**src/include/bscr_pkg.sv**
```systemverilog
package bscr_pkg;
   typedef enum logic {BSCR_FORWARD, BSCR_REVERSE} bscr_orient_type;

   // word offsets on the register bus
   localparam logic [7:0] OFS_BUS_NUMBERS = 8'h18;
   localparam logic [7:0] OFS_IO_STATUS   = 8'h1C;
   localparam logic [7:0] OFS_CONTROL     = 8'h40;
   localparam logic [7:0] OFS_IRQ_STATUS  = 8'h44;
   localparam logic [7:0] OFS_IRQ_MASK    = 8'h48;

   // field positions in the 18h word
   localparam int SEC_BUS_LSB = 8;
   localparam int SUB_BUS_LSB = 16;
   localparam int LATENCY_LSB = 24;
   // field positions in the 1Ch word
   localparam int IO_BASE_LSB = 4;
   localparam int IO_LIM_LSB  = 12;
   localparam int CAP66_BIT   = 21;
   localparam int FBB_BIT     = 23;
   localparam int MDPE_BIT    = 24;
   // control word
   localparam int PERR_EN_BIT = 0;
   localparam int PCIX_BIT    = 1;
   localparam int REVERSE_BIT = 2;
   // interrupt word
   localparam int IRQ_W         = 2;
   localparam int IRQ_MDPE_BIT  = 0;
   localparam int IRQ_PERR_BIT  = 1;

   localparam logic [1:0] IO_CAP_CODE = 2'h1;
   localparam logic [7:0] BYTE_RST    = 8'h00;
   localparam logic [3:0] NIBBLE_RST  = 4'h0;
   localparam logic       CAP66_RST   = 1'b1;
   localparam logic [15:0] IO_UPPER_ZERO = 16'h0000;
   localparam int SYNC_STAGES = 3;
endpackage

```
**src/bscr_perr_qual.sv**
```systemverilog
`timescale 1ns/100ps
module bscr_perr_qual (
   input  wire logic i_clk,            // core clock
   input  wire logic i_reset,          // sync reset, high
   input  wire logic i_enable,         // parity error response enable
   input  wire logic i_reverse,        // reverse orientation
   input  wire logic i_perr_seen,      // filtered downstream perr
   input  wire logic i_rd_perr,        // read data/split perr
   input  wire logic i_wr_active,      // write data or write split
   input  wire logic i_split_msg_perr, // split msg reports perr
   input  wire logic i_poisoned_cpl,   // poisoned completion
   input  wire logic i_poison_wr,      // write issued poisoned
   output logic      o_set             // flag set request
);
   logic fwd_cause;
   logic rev_cause;

   assign fwd_cause = i_rd_perr
                    | (i_perr_seen & i_wr_active)
                    | i_split_msg_perr;
   assign rev_cause = i_poisoned_cpl | i_poison_wr;
   // enable gates both orientations alike
   assign o_set = i_enable
                & (i_reverse ? rev_cause : fwd_cause);
endmodule

```
**src/bscr_regs.sv**
```systemverilog
`timescale 1ns/100ps
// Function
// - secondary bus number, read-write, bits 15:8 of 18h, resets to 0
// - subordinate bus number, read-write, bits 23:16 of 18h, resets to 0
// - latency timer 31:24, writable only forward PCI mode, resets 0
// - both I/O bytes show code 01 in low bits, then two zeros
// - I/O base nibble bits 7:4 of 1Ch, writable, resets to 0
// - I/O limit nibble bits 15:12, low address bits ones, resets 0
// - 66 MHz capable bit reads one, reserved bits below read zero
// - fast back-to-back bit one forward PCI mode, zero in reverse
// - parity flag write-one-to-clear, set only with response enable
// - forward: set on parity error receiving read data or split
// - forward: set on downstream perr while writing or write split
// - forward: set on split message reporting non-posted write perr
// - reverse: set on poisoned completion or poisoned write issued
module bscr_regs #(
   parameter int ADDR_W = 8
) (
   input  wire logic              I_CLK,     // core clock, 100 MHz
   input  wire logic              I_RESET,   // sync reset, high
   input  wire logic              I_WB_CYC,  // wishbone cycle
   input  wire logic              I_WB_STB,  // wishbone strobe
   input  wire logic              I_WB_WE,   // wishbone write
   input  wire logic [ADDR_W-1:0] I_WB_ADR,  // byte address
   input  wire logic [3:0]        I_WB_SEL,  // byte enables
   input  wire logic [31:0]       I_WB_DAT,  // write data
   output logic      [31:0]       O_WB_DAT,  // read data
   output logic                   O_WB_ACK,  // cycle acknowledge
   input  wire logic              I_REVERSE_STRAP, // pin: reverse
   input  wire logic              I_PCIX_STRAP,    // pin: PCI-X mode
   input  wire logic              I_DOWNSTREAM_PARITY_ERROR_N, // pin
   input  wire logic              I_RD_PERR,       // read perr seen
   input  wire logic              I_WR_ACTIVE,     // write in flight
   input  wire logic              I_SPLIT_MSG_PERR,// split msg perr
   input  wire logic              I_POISONED_CPL,  // poisoned cpl
   input  wire logic              I_POISON_WR,     // poisoned write
   input  wire logic              I_IO_VALID,      // io address valid
   input  wire logic [31:0]       I_IO_ADDR,       // io address
   output logic                   O_IO_HIT,        // io forward
   output logic      [7:0]        O_SEC_BUS,       // secondary bus
   output logic      [7:0]        O_SUB_BUS,       // subordinate bus
   output logic      [7:0]        O_SEC_LATENCY,   // latency timer
   output logic                   O_MDPE,          // parity flag
   output logic                   O_IRQ            // interrupt level
);
   localparam int SN = bscr_pkg::SYNC_STAGES;

   // 3-stage synchronisers; no reset, data only
   logic [SN-1:0] rev_sync;
   logic [SN-1:0] pcix_sync;
   logic [SN-1:0] perr_sync;
   logic          rev_flt;
   logic          pcix_flt;
   logic          perr_flt;

   // a change counts once the last two stages agree
   function automatic logic settle(input logic [SN-1:0] s,
                                   input logic          cur);
      settle = (s[1] == s[2]) ? s[2] : cur;
   endfunction

   function automatic logic lane(input logic       hit,
                                 input logic [3:0] sel,
                                 input int         idx);
      lane = hit & sel[idx];
   endfunction

   always_ff @(posedge I_CLK) begin
      rev_sync  <= {rev_sync[SN-2:0], I_REVERSE_STRAP};
      pcix_sync <= {pcix_sync[SN-2:0], I_PCIX_STRAP};
      perr_sync <= {perr_sync[SN-2:0], I_DOWNSTREAM_PARITY_ERROR_N};
   end

   always_ff @(posedge I_CLK) begin
      if (I_RESET) begin
         perr_flt <= 1'b1;
      end else begin
         perr_flt <= settle(perr_sync, perr_flt);
      end
   end

   // straps are followed during reset and frozen at its release,
   // so orientation never moves under running software
   bscr_pkg::bscr_orient_type orient;
   logic                      pcix_mode;

   always_ff @(posedge I_CLK) begin
      if (I_RESET) begin
         rev_flt  <= settle(rev_sync, rev_flt);
         pcix_flt <= settle(pcix_sync, pcix_flt);
      end
   end

   always_ff @(posedge I_CLK) begin
      if (I_RESET) begin
         orient    <= rev_flt ? bscr_pkg::BSCR_REVERSE
                              : bscr_pkg::BSCR_FORWARD;
         pcix_mode <= pcix_flt;
      end
   end

   wire is_reverse = (orient == bscr_pkg::BSCR_REVERSE);
   wire fwd_pci    = !is_reverse && !pcix_mode;

   // wishbone decode
   wire                req    = I_WB_CYC & I_WB_STB;
   wire                commit = req & O_WB_ACK & I_WB_WE;
   wire [ADDR_W-1:2]   word   = I_WB_ADR[ADDR_W-1:2];
   wire hit_bus  = (word == bscr_pkg::OFS_BUS_NUMBERS[ADDR_W-1:2]);
   wire hit_io   = (word == bscr_pkg::OFS_IO_STATUS[ADDR_W-1:2]);
   wire hit_ctl  = (word == bscr_pkg::OFS_CONTROL[ADDR_W-1:2]);
   wire hit_ist  = (word == bscr_pkg::OFS_IRQ_STATUS[ADDR_W-1:2]);
   wire hit_imsk = (word == bscr_pkg::OFS_IRQ_MASK[ADDR_W-1:2]);

   wire wr_sec   = lane(commit & hit_bus, I_WB_SEL, 1);
   wire wr_sub   = lane(commit & hit_bus, I_WB_SEL, 2);
   wire wr_lat   = lane(commit & hit_bus, I_WB_SEL, 3) & fwd_pci;
   wire wr_base  = lane(commit & hit_io, I_WB_SEL, 0);
   wire wr_lim   = lane(commit & hit_io, I_WB_SEL, 1);
   wire wr_stat  = lane(commit & hit_io, I_WB_SEL, 3);
   wire wr_ctl   = lane(commit & hit_ctl, I_WB_SEL, 0);
   wire wr_ist   = lane(commit & hit_ist, I_WB_SEL, 0);
   wire wr_imsk  = lane(commit & hit_imsk, I_WB_SEL, 0);

   logic [7:0]             sec_bus;
   logic [7:0]             sub_bus;
   logic [7:0]             latency;
   logic [3:0]             io_base;
   logic [3:0]             io_lim;
   logic                   perr_en;
   logic                   mdpe;
   logic [bscr_pkg::IRQ_W-1:0] irq_stat;
   logic [bscr_pkg::IRQ_W-1:0] irq_mask;
   logic                   perr_prev;

   always_ff @(posedge I_CLK) begin
      if (I_RESET) begin
         sec_bus <= bscr_pkg::BYTE_RST;
         sub_bus <= bscr_pkg::BYTE_RST;
         latency <= bscr_pkg::BYTE_RST;
      end else begin
         if (wr_sec) sec_bus <= I_WB_DAT[15:8];
         if (wr_sub) sub_bus <= I_WB_DAT[23:16];
         if (wr_lat) latency <= I_WB_DAT[31:24];
      end
   end

   always_ff @(posedge I_CLK) begin
      if (I_RESET) begin
         io_base <= bscr_pkg::NIBBLE_RST;
         io_lim  <= bscr_pkg::NIBBLE_RST;
         perr_en <= 1'b0;
      end else begin
         if (wr_base) io_base <= I_WB_DAT[7:4];
         if (wr_lim) io_lim <= I_WB_DAT[15:12];
         if (wr_ctl) perr_en <= I_WB_DAT[bscr_pkg::PERR_EN_BIT];
      end
   end

   // parity flag: hardware set wins over a same-cycle clear
   wire mdpe_set;
   wire mdpe_clr  = wr_stat & I_WB_DAT[bscr_pkg::MDPE_BIT];
   wire perr_seen = !perr_flt;
   wire perr_rise = perr_seen & !perr_prev;

   bscr_perr_qual u_qual (
      .i_clk            (I_CLK),
      .i_reset          (I_RESET),
      .i_enable         (perr_en),
      .i_reverse        (is_reverse),
      .i_perr_seen      (perr_seen),
      .i_rd_perr        (I_RD_PERR),
      .i_wr_active      (I_WR_ACTIVE),
      .i_split_msg_perr (I_SPLIT_MSG_PERR),
      .i_poisoned_cpl   (I_POISONED_CPL),
      .i_poison_wr      (I_POISON_WR),
      .o_set            (mdpe_set)
   );

   wire [bscr_pkg::IRQ_W-1:0] irq_evt = {perr_rise, mdpe_set};
   wire [bscr_pkg::IRQ_W-1:0] irq_clr =
      wr_ist ? I_WB_DAT[bscr_pkg::IRQ_W-1:0] : '0;

   always_ff @(posedge I_CLK) begin
      if (I_RESET) begin
         mdpe      <= 1'b0;
         irq_stat  <= '0;
         irq_mask  <= '0;
         perr_prev <= 1'b0;
      end else begin
         mdpe      <= (mdpe & !mdpe_clr) | mdpe_set;
         irq_stat  <= (irq_stat & ~irq_clr) | irq_evt;
         perr_prev <= perr_seen;
         if (wr_imsk) irq_mask <= I_WB_DAT[bscr_pkg::IRQ_W-1:0];
      end
   end

   // read words
   wire fbb = fwd_pci;
   wire [31:0] rd_bus = {latency, sub_bus, sec_bus, 8'h00};
   wire [15:0] sec_status = {7'h00, mdpe, fbb, 1'b0,
                             bscr_pkg::CAP66_RST, 5'h00};
   wire [31:0] rd_io = {sec_status,
                        io_lim, 2'b00, bscr_pkg::IO_CAP_CODE,
                        io_base, 2'b00, bscr_pkg::IO_CAP_CODE};
   wire [31:0] rd_ctl = {29'h0000_0000, is_reverse, pcix_mode, perr_en};
   wire [31:0] rd_ist = {30'h0000_0000, irq_stat};
   wire [31:0] rd_imsk = {30'h0000_0000, irq_mask};
   wire [31:0] rd_mux = hit_bus  ? rd_bus :
                        hit_io   ? rd_io  :
                        hit_ctl  ? rd_ctl :
                        hit_ist  ? rd_ist :
                        hit_imsk ? rd_imsk : 32'h0000_0000;

   // one wait state; unmapped words ack with zero, writes dropped
   always_ff @(posedge I_CLK) begin
      if (I_RESET) begin
         O_WB_ACK <= 1'b0;
         O_WB_DAT <= 32'h0000_0000;
      end else begin
         O_WB_ACK <= req & !O_WB_ACK;
         if (req && !O_WB_ACK) O_WB_DAT <= rd_mux;
      end
   end

   // io window: limit covers its whole 4 KB page
   wire io_upper_ok = (I_IO_ADDR[31:16] == bscr_pkg::IO_UPPER_ZERO);
   wire io_in_win   = (I_IO_ADDR[15:12] >= io_base) &&
                      (I_IO_ADDR[15:12] <= io_lim);

   always_ff @(posedge I_CLK) begin
      if (I_RESET) begin
         O_IO_HIT <= 1'b0;
      end else begin
         O_IO_HIT <= I_IO_VALID & io_upper_ok & io_in_win;
      end
   end

   assign O_SEC_BUS     = sec_bus;
   assign O_SUB_BUS     = sub_bus;
   assign O_SEC_LATENCY = latency;
   assign O_MDPE        = mdpe;
   assign O_IRQ         = |(irq_stat & irq_mask);

   localparam int ACK_MIN = 1;
   localparam int ACK_MAX = 1;
endmodule

```
**config.mk**
```make
export PLATFORM = sky130hd
export DESIGN_NAME = bscr_regs
export DESIGN_NICKNAME = d
export VERILOG_FILES = /design/src/include/bscr_pkg.sv /design/src/bscr_perr_qual.sv /design/src/bscr_regs.sv
export SDC_FILE = /design/constraint.sdc
export NUM_CORES = 1
export LEC_CHECK = 0
export BUFFER_PORTS_ARGS = -buffer_cell sky130_fd_sc_hd__buf_2
export CAP_MARGIN = 20
export CELL_PAD_IN_SITES_DETAIL_PLACEMENT = 0
export CELL_PAD_IN_SITES_GLOBAL_PLACEMENT = 1
export CORE_ASPECT_RATIO = 1.1
export CORE_UTILIZATION = 37
export DETAILED_ROUTE_END_ITERATION = 12
export GPL_ROUTABILITY_DRIVEN = 0
export MAX_ROUTING_LAYER = met4
export PLACE_DENSITY = 0.91
export SYNTH_ARGS = -nofsm -noshare
export SYNTH_HDL_FRONTEND = slang
export SYNTH_SLANG_ARGS = --single-unit
```
**constraint.sdc**
```tcl
create_clock -name I_CLK -period 4.3 [get_ports I_CLK]
set_clock_uncertainty 0.1 [all_clocks]
set_input_delay 0.215 -clock I_CLK [delete_from_list [all_inputs] [get_ports I_CLK]]
set_output_delay 0.215 -clock I_CLK [all_outputs]
set_load 0.02 [all_outputs]
```
# After elaboration in Yosys (flattened, before gate mapping)
# Cells that the tools add are included.
[classes] n_lt_le_gt_ge=2 n_eq_ne=8 n_mux=8 bitwise_logic=34 reduce_logical=13
[ops] op="$mux W32" n=1
[ops] op="$and A1 B1 Y1" n=26
[ops] op="$mux W25" n=1
[ops] op="$eq A6 B5 Y1 const B" n=3
[ops] op="$logic_not A16 Y1" n=1
[ops] op="$eq A6 B3 Y1 const B" n=2
[ops] op="$logic_not A1 Y1" n=6
[ops] op="$mux W2" n=3
[ops] op="$and A2 B2 Y2" n=2
[ops] op="$ge A4 B4 Y1" n=1
[ops] op="$le A4 B4 Y1" n=1
[ops] op="$or A1 B1 Y1" n=4
[ops] op="$reduce_and A2 Y1" n=2
[ops] op="$eq A1 B1 Y1" n=3
[ops] op="$logic_and A1 B1 Y1" n=3
[ops] op="$mux W3" n=1
[ops] op="$mux W1" n=2
[ops] op="$not A2 Y2" n=1
[ops] op="$or A2 B2 Y2" n=1
[ops] op="$reduce_or A2 Y1" n=1
[totals] regBits=87 in_bits=90 out_inout_bits=60 wordCells=86

# Logic depth before layout (Yosys ltp)
[logic_depth] depth_word=9 ltp_mapped=7 ltp_nobuf=6

# Cells and area by module
# A second synthesis with hierarchy kept.
[hier_totals] cells_unflattened=366 hier_area_um2=3478.3
[modules_own_cells] mod="bscr_regs" instances=1 cells_each=362 area_per_inst_um2=3448.3 seq_area_each_um2=1761.7
[modules_own_cells] mod="bscr_perr_qual" instances=1 cells_each=4 area_per_inst_um2=30.0 seq_area_each_um2=0.0

# Least setup slack after synthesis
# OpenSTA, ideal clock, no wires.
[synth_timing] path_kind="reg-to-reg" from="register O_WB_ACK" to="register latency[0], in the netlist O_SEC_LATENCY[0]" setup_time_ns=0.128 arrival_ns=1.521 required_ns=4.072 setup_slack_ns=2.552 stages_incl_launch_ff=7 path_buffers=2 period_less_slack_ns=1.748 path_cell_list="dfxtp_1 and4_1 clkbuf_1 and4_1 buf_6 mux2i_1 nor2_1"
[synth_between] elab_chain_cells=5
[synth_rtl] item="start: declaration" line="bscr_regs.sv:28" text="output logic O_WB_ACK,"
[synth_rtl] item="start signal: assignment" line="bscr_regs.sv:221" text="O_WB_ACK <= req & !O_WB_ACK;"
[synth_rtl] item="$and A1 B1 Y1 (2 in a row)" line="bscr_regs.sv:107" text="wire commit = req & O_WB_ACK & I_WB_WE;"
[synth_rtl] item="$and A1 B1 Y1" line="bscr_regs.sv:117" text="wire wr_lat = lane(commit & hit_bus, I_WB_SEL, 3) & fwd_pci;"
[synth_rtl] item="$and A1 B1 Y1" line="bscr_regs.sv:65" text="lane = hit & sel[idx];"
[synth_rtl] item="$and A1 B1 Y1" line="bscr_regs.sv:117"
[synth_rtl] item="end signal: assignment" line="bscr_regs.sv:140" text="latency <= bscr_pkg::BYTE_RST;"
[synth_rtl] item="end signal: assignment" line="bscr_regs.sv:144" text="if (wr_lat) latency <= I_WB_DAT[31:24];"
[synth_rtl] item="end: declaration" line="bscr_regs.sv:127" text="logic [7:0] latency;"
# Every way passes these cells.
# A chain may end at the register's enable or synchronous reset.

# Final worst setup path
[layout_timing] from="input port I_WB_ADR[6]" to="register O_WB_DAT[14]"
[layout_between] elab_chain_cells=3 word_cells_on_any_way=4 cone_classes="eq/ne: 2; mux: 2"
[layout_rtl] item="start: declaration" line="bscr_regs.sv:24" text="input wire logic [ADDR_W-1:0] I_WB_ADR,"
[layout_rtl] item="$eq A6 B3 Y1" line="bscr_regs.sv:110" text="wire hit_io = (word == bscr_pkg::OFS_IO_STATUS[ADDR_W-1:2]);"
[layout_rtl] item="$mux W25" line="bscr_regs.sv:210" text="hit_io ? rd_io :"
[layout_rtl] item="$mux W32 *" line="bscr_regs.sv:209" text="wire [31:0] rd_mux = hit_bus ? rd_bus :"
[layout_rtl] item="end signal: assignment" line="bscr_regs.sv:222" text="if (req && !O_WB_ACK) O_WB_DAT <= rd_mux;"
[layout_rtl] item="end: declaration" line="bscr_regs.sv:27" text="output logic [31:0] O_WB_DAT,"
# Every way passes the cells marked *; elsewhere a longest branch is shown, timed or not.

==> results.ini <==
[outcome]
run_status=complete, no violations

[cells_and_area]
area_delta_synth_final_pct=33.5
multi_input_comb_area_sq_um=1500
post_route_cells_drive_above_1_share_pct=30.8
seqCellArea_sq_um=1760
final_cell_count_no_fill=623
num-fill-cells=869
final_net_count=602
utilization_pct=51.1
n_antenna_cell=0

[placement]
dp.final_hpwl_microns=6040
io_buffer_count=132
dpl.cell_count=583

[logic_synthesis]
yosysWarnings=0
synth_seq_area_share_pct=51.6
yosys.cell_types.count=39
synth_seq_cells=86
mappedNetlistArea_sq_um=3410
netlist_instances=359
syn-mean-instance-area_sq_um=9.51
syn_nets=457

[setup_path]
cp_data_required_time_ns=4.47
crit_path_max_fanout=21
critical_path.startpoint_type=input pin
cp.arrival_ns=2.24
max_stage_delay_ns=0.88
critical_path_sink_type=register
timing.reg2reg.worst_path_depth=4
r2r-start=O_WB_ACK
worst-r2r-setup-slack_ns=2.32
critPathSlowestCell=and2_1
critical_path_class=input pin to register
critical_path.startpoint=I_WB_ADR[6]
critical_path.reg2reg.endpoint=O_SEC_LATENCY[7]
worstPathCellList=buf_2 > nor4b_4 > and2_1 > a221oi_1 > nor3_1
cp-endpoint=O_WB_DAT[14]

[route]
drc=0
vias_per_cell=4.94
antenna_violating_nets_post_route=0
via_count=3079
route.detailed.wl_per_inst_microns=14.5
drt_wl_total_microns=9030
drt_iter0_markers=115
drt_pre_antenna_iters=4

[cts]
clkTransAtPathRegs_ns=0.08
tritoncts=yes
cts_max_level=3
tritoncts_num_sinks=86
clock_latency_ns=0.36
post_cts_resize_count=0
max-clock-path-buffers=2
cts_made_buffers=9
cts_root_buffer=clkbuf_8

[die]
die_width_microns=93.6
floorplan.rows=36
floorplan.die_area_sq_um=9620
ioPinCount=150
initial_utilization_pct=38.3
placeableCoreArea_sq_um=8920
fp.dieH_microns=103

[grt]
grt_pass1_wl_microns=13500
grt_antenna_before_repair=0
grt_use_total_pct=19.2
grt_start_max_net_pins=78
grt_remaining_overflow=0
vias_in_the_first_global_route=2768

[hold_path]
min_path_type=input pin to register

[timing]
timing.max_slew.rel_slack_pct=33.4
timing.final.crit_share_pct=48.2
setup_repair_after_global_routing_missed_its_margin=false
timing.fmax_mhz=483
report.final.slew_viol_count=0
final.min_clock_period_ns=2.07
hold_viol=0
tightest_slew_ns=0.999
setup-tns-final_ns=0
finalSetupViolations=0

[power]
power.ir.vdd_worst_uv=128
p_leak_nw=2.17
power_density_nw_per_um2=333

[run]
maxCapViolCount=0

## critical path, delay by kind of cell
kind / cells / cell delay, ns
compound gates: 1 / 0.22
buf+inv: 1 / 0.12
simple gates: 3 / 1.68
## power by group
part           internal [W]  switching (W)  leakage (nW)  total, W
clock network      0.000285       0.000286        0.0999  0.000571
logic             0.0000585      0.0000641          1.37  0.000123
registers          0.000816     0.00000771         0.704  0.000824
## cell usage after synthesis
library cell | instances | area [sq um]
nor4b_2 | 1 | 15.0
nand4_2 | 2 | 25.0
o2111ai_1 | 2 | 17.5
nor2b_1 | 1 | 6.26
nand4b_1 | 2 | 17.5
xnor2_1 | 2 | 17.5
nor2_1 | 50 | 188
nand3_1 | 22 | 110
o2bb2ai_1 | 2 | 17.5
buf_2 | 3 | 15.0
clkbuf_1 | 16 | 60.1
a21boi_0 | 1 | 7.51
a221oi_1 | 6 | 52.6
dfxtp_1 | 82 | 1640
a41o_1 | 1 | 10.0
nor4b_4 | 1 | 23.8
mux2_2 | 1 | 11.3
ha_1 | 8 | 100
nand4_1 | 8 | 50.1
conb_1 | 1 | 3.75
mux2i_1 | 37 | 370
or4_1 | 1 | 7.51
nand2_1 | 29 | 109
nor4_1 | 3 | 18.8
o21ai_0 | 5 | 25.0
nor3_1 | 7 | 35.0
inv_1 | 11 | 41.3
and4_1 | 2 | 17.5
o21bai_1 | 1 | 7.51
edfxtp_1 | 4 | 120
a211oi_1 | 1 | 7.51
or2_2 | 2 | 12.5
a21oi_1 | 31 | 155
nor4b_1 | 1 | 8.76
and2_1 | 5 | 31.3
buf_4 | 4 | 30.0
buf_6 | 1 | 11.3
a22o_1 | 1 | 8.76
nor3b_1 | 1 | 7.51
## metrics by stage
step	worst slack, ns	total power (W)	cell area, sq um	hold slack (ns)
2_1_floorplan	2.55	0.000895	3410	0.143
3_3_place_gp	1.96	0.000946	4120	0.213
3_5_place_dp	1.87	0.000948	4120	0.212
4_1_cts	2.26	0.00153	4560	0.00187
5_1_grt	2.07	0.00159	4560	0.00897
6_report	2.23	0.00152	4560	0.0120
## flip-flops by register name, summed over array words and instances, names as in the netlist, 2 cells and up
signal,cells
O_WB_DAT,31
O_SEC_BUS,8
O_SEC_LATENCY,8
O_SUB_BUS,8
io_base,4
io_lim,4
pcix_sync,3
perr_sync,3
rev_sync,3
irq_mask,2
irq_stat,2
## metal layers
metal,vias up,wire length (microns),track usage (%)
met5,-,0,-
met4,0,175,6.98
met3,14,383,4.35
met2,90,4450,31.3
met1,1436,4010,23.3
li1,1539,-,-
## cell families (layout without fill, tap and decap cells)
kind of cell | after synthesis | in the layout | share of synthesized area (%)
muxes | 38 | 38 | 11.2
buffers and inverters | 35 | 185 | 4.62
AOI/OAI and AO/OA | 51 | 51 | 9.05
xor gates and xnor gates | 2 | 2 | 0.513
DFF | 86 | 86 | 51.6
other | 1 | 1 | 0.110
and+or+nand+nor | 138 | 138 | 20.0
adders and majority gates | 8 | 8 | 2.93
## layout make-up
cell class              count  area share [%]
flip-flops and latches     86            38.6
multi-input cells         238            32.9
repair buffers            158            20.1
well taps                 114            3.13
clock buffers              11            3.10
clock inverters             5            1.26
inverters                  11           0.906
## how the worst min path moves through the flow
stage,start,end,depth (start not counted)
after floorplan,I_PCIX_STRAP,pcix_sync[0],0
after global placement,pcix_sync[0],pcix_sync[1],0
after detailed placement,rev_sync[0],rev_sync[1],0
after CTS,I_WB_DAT[13],io_lim[1],3
after global routing,I_WB_DAT[13],io_lim[1],3
final,I_WB_DAT[13],io_lim[1],3
## layout by cell type (no fill, tap or decap), types with 2 or more instances in the layout
cell type and count:
a21oi_1 31, a221oi_1 6, and2_1 5, and4_1 2, buf_2 132, buf_4 2
clkbuf_8 10, dfxtp_1 82, dlygate4sd3_1 24, edfxtp_1 4, ha_1 8, inv_1 11
mux2i_1 37, nand2_1 29, nand3_1 22, nand4_1 8, nand4_2 2, nand4b_1 2
nor2_1 49, nor3_1 7, nor4_1 3, o2111ai_1 2, o21ai_0 5, o2bb2ai_1 2
or2_2 2, xnor2_1 2
## timing repair
item | in CTS | in global routing
hold buffers | 24 | 0
hold endpoints to repair | 24 | 0
buffers inserted | 0 | 0
setup endpoints to repair | 0 | 0
(Power assumes the default switching activity.)
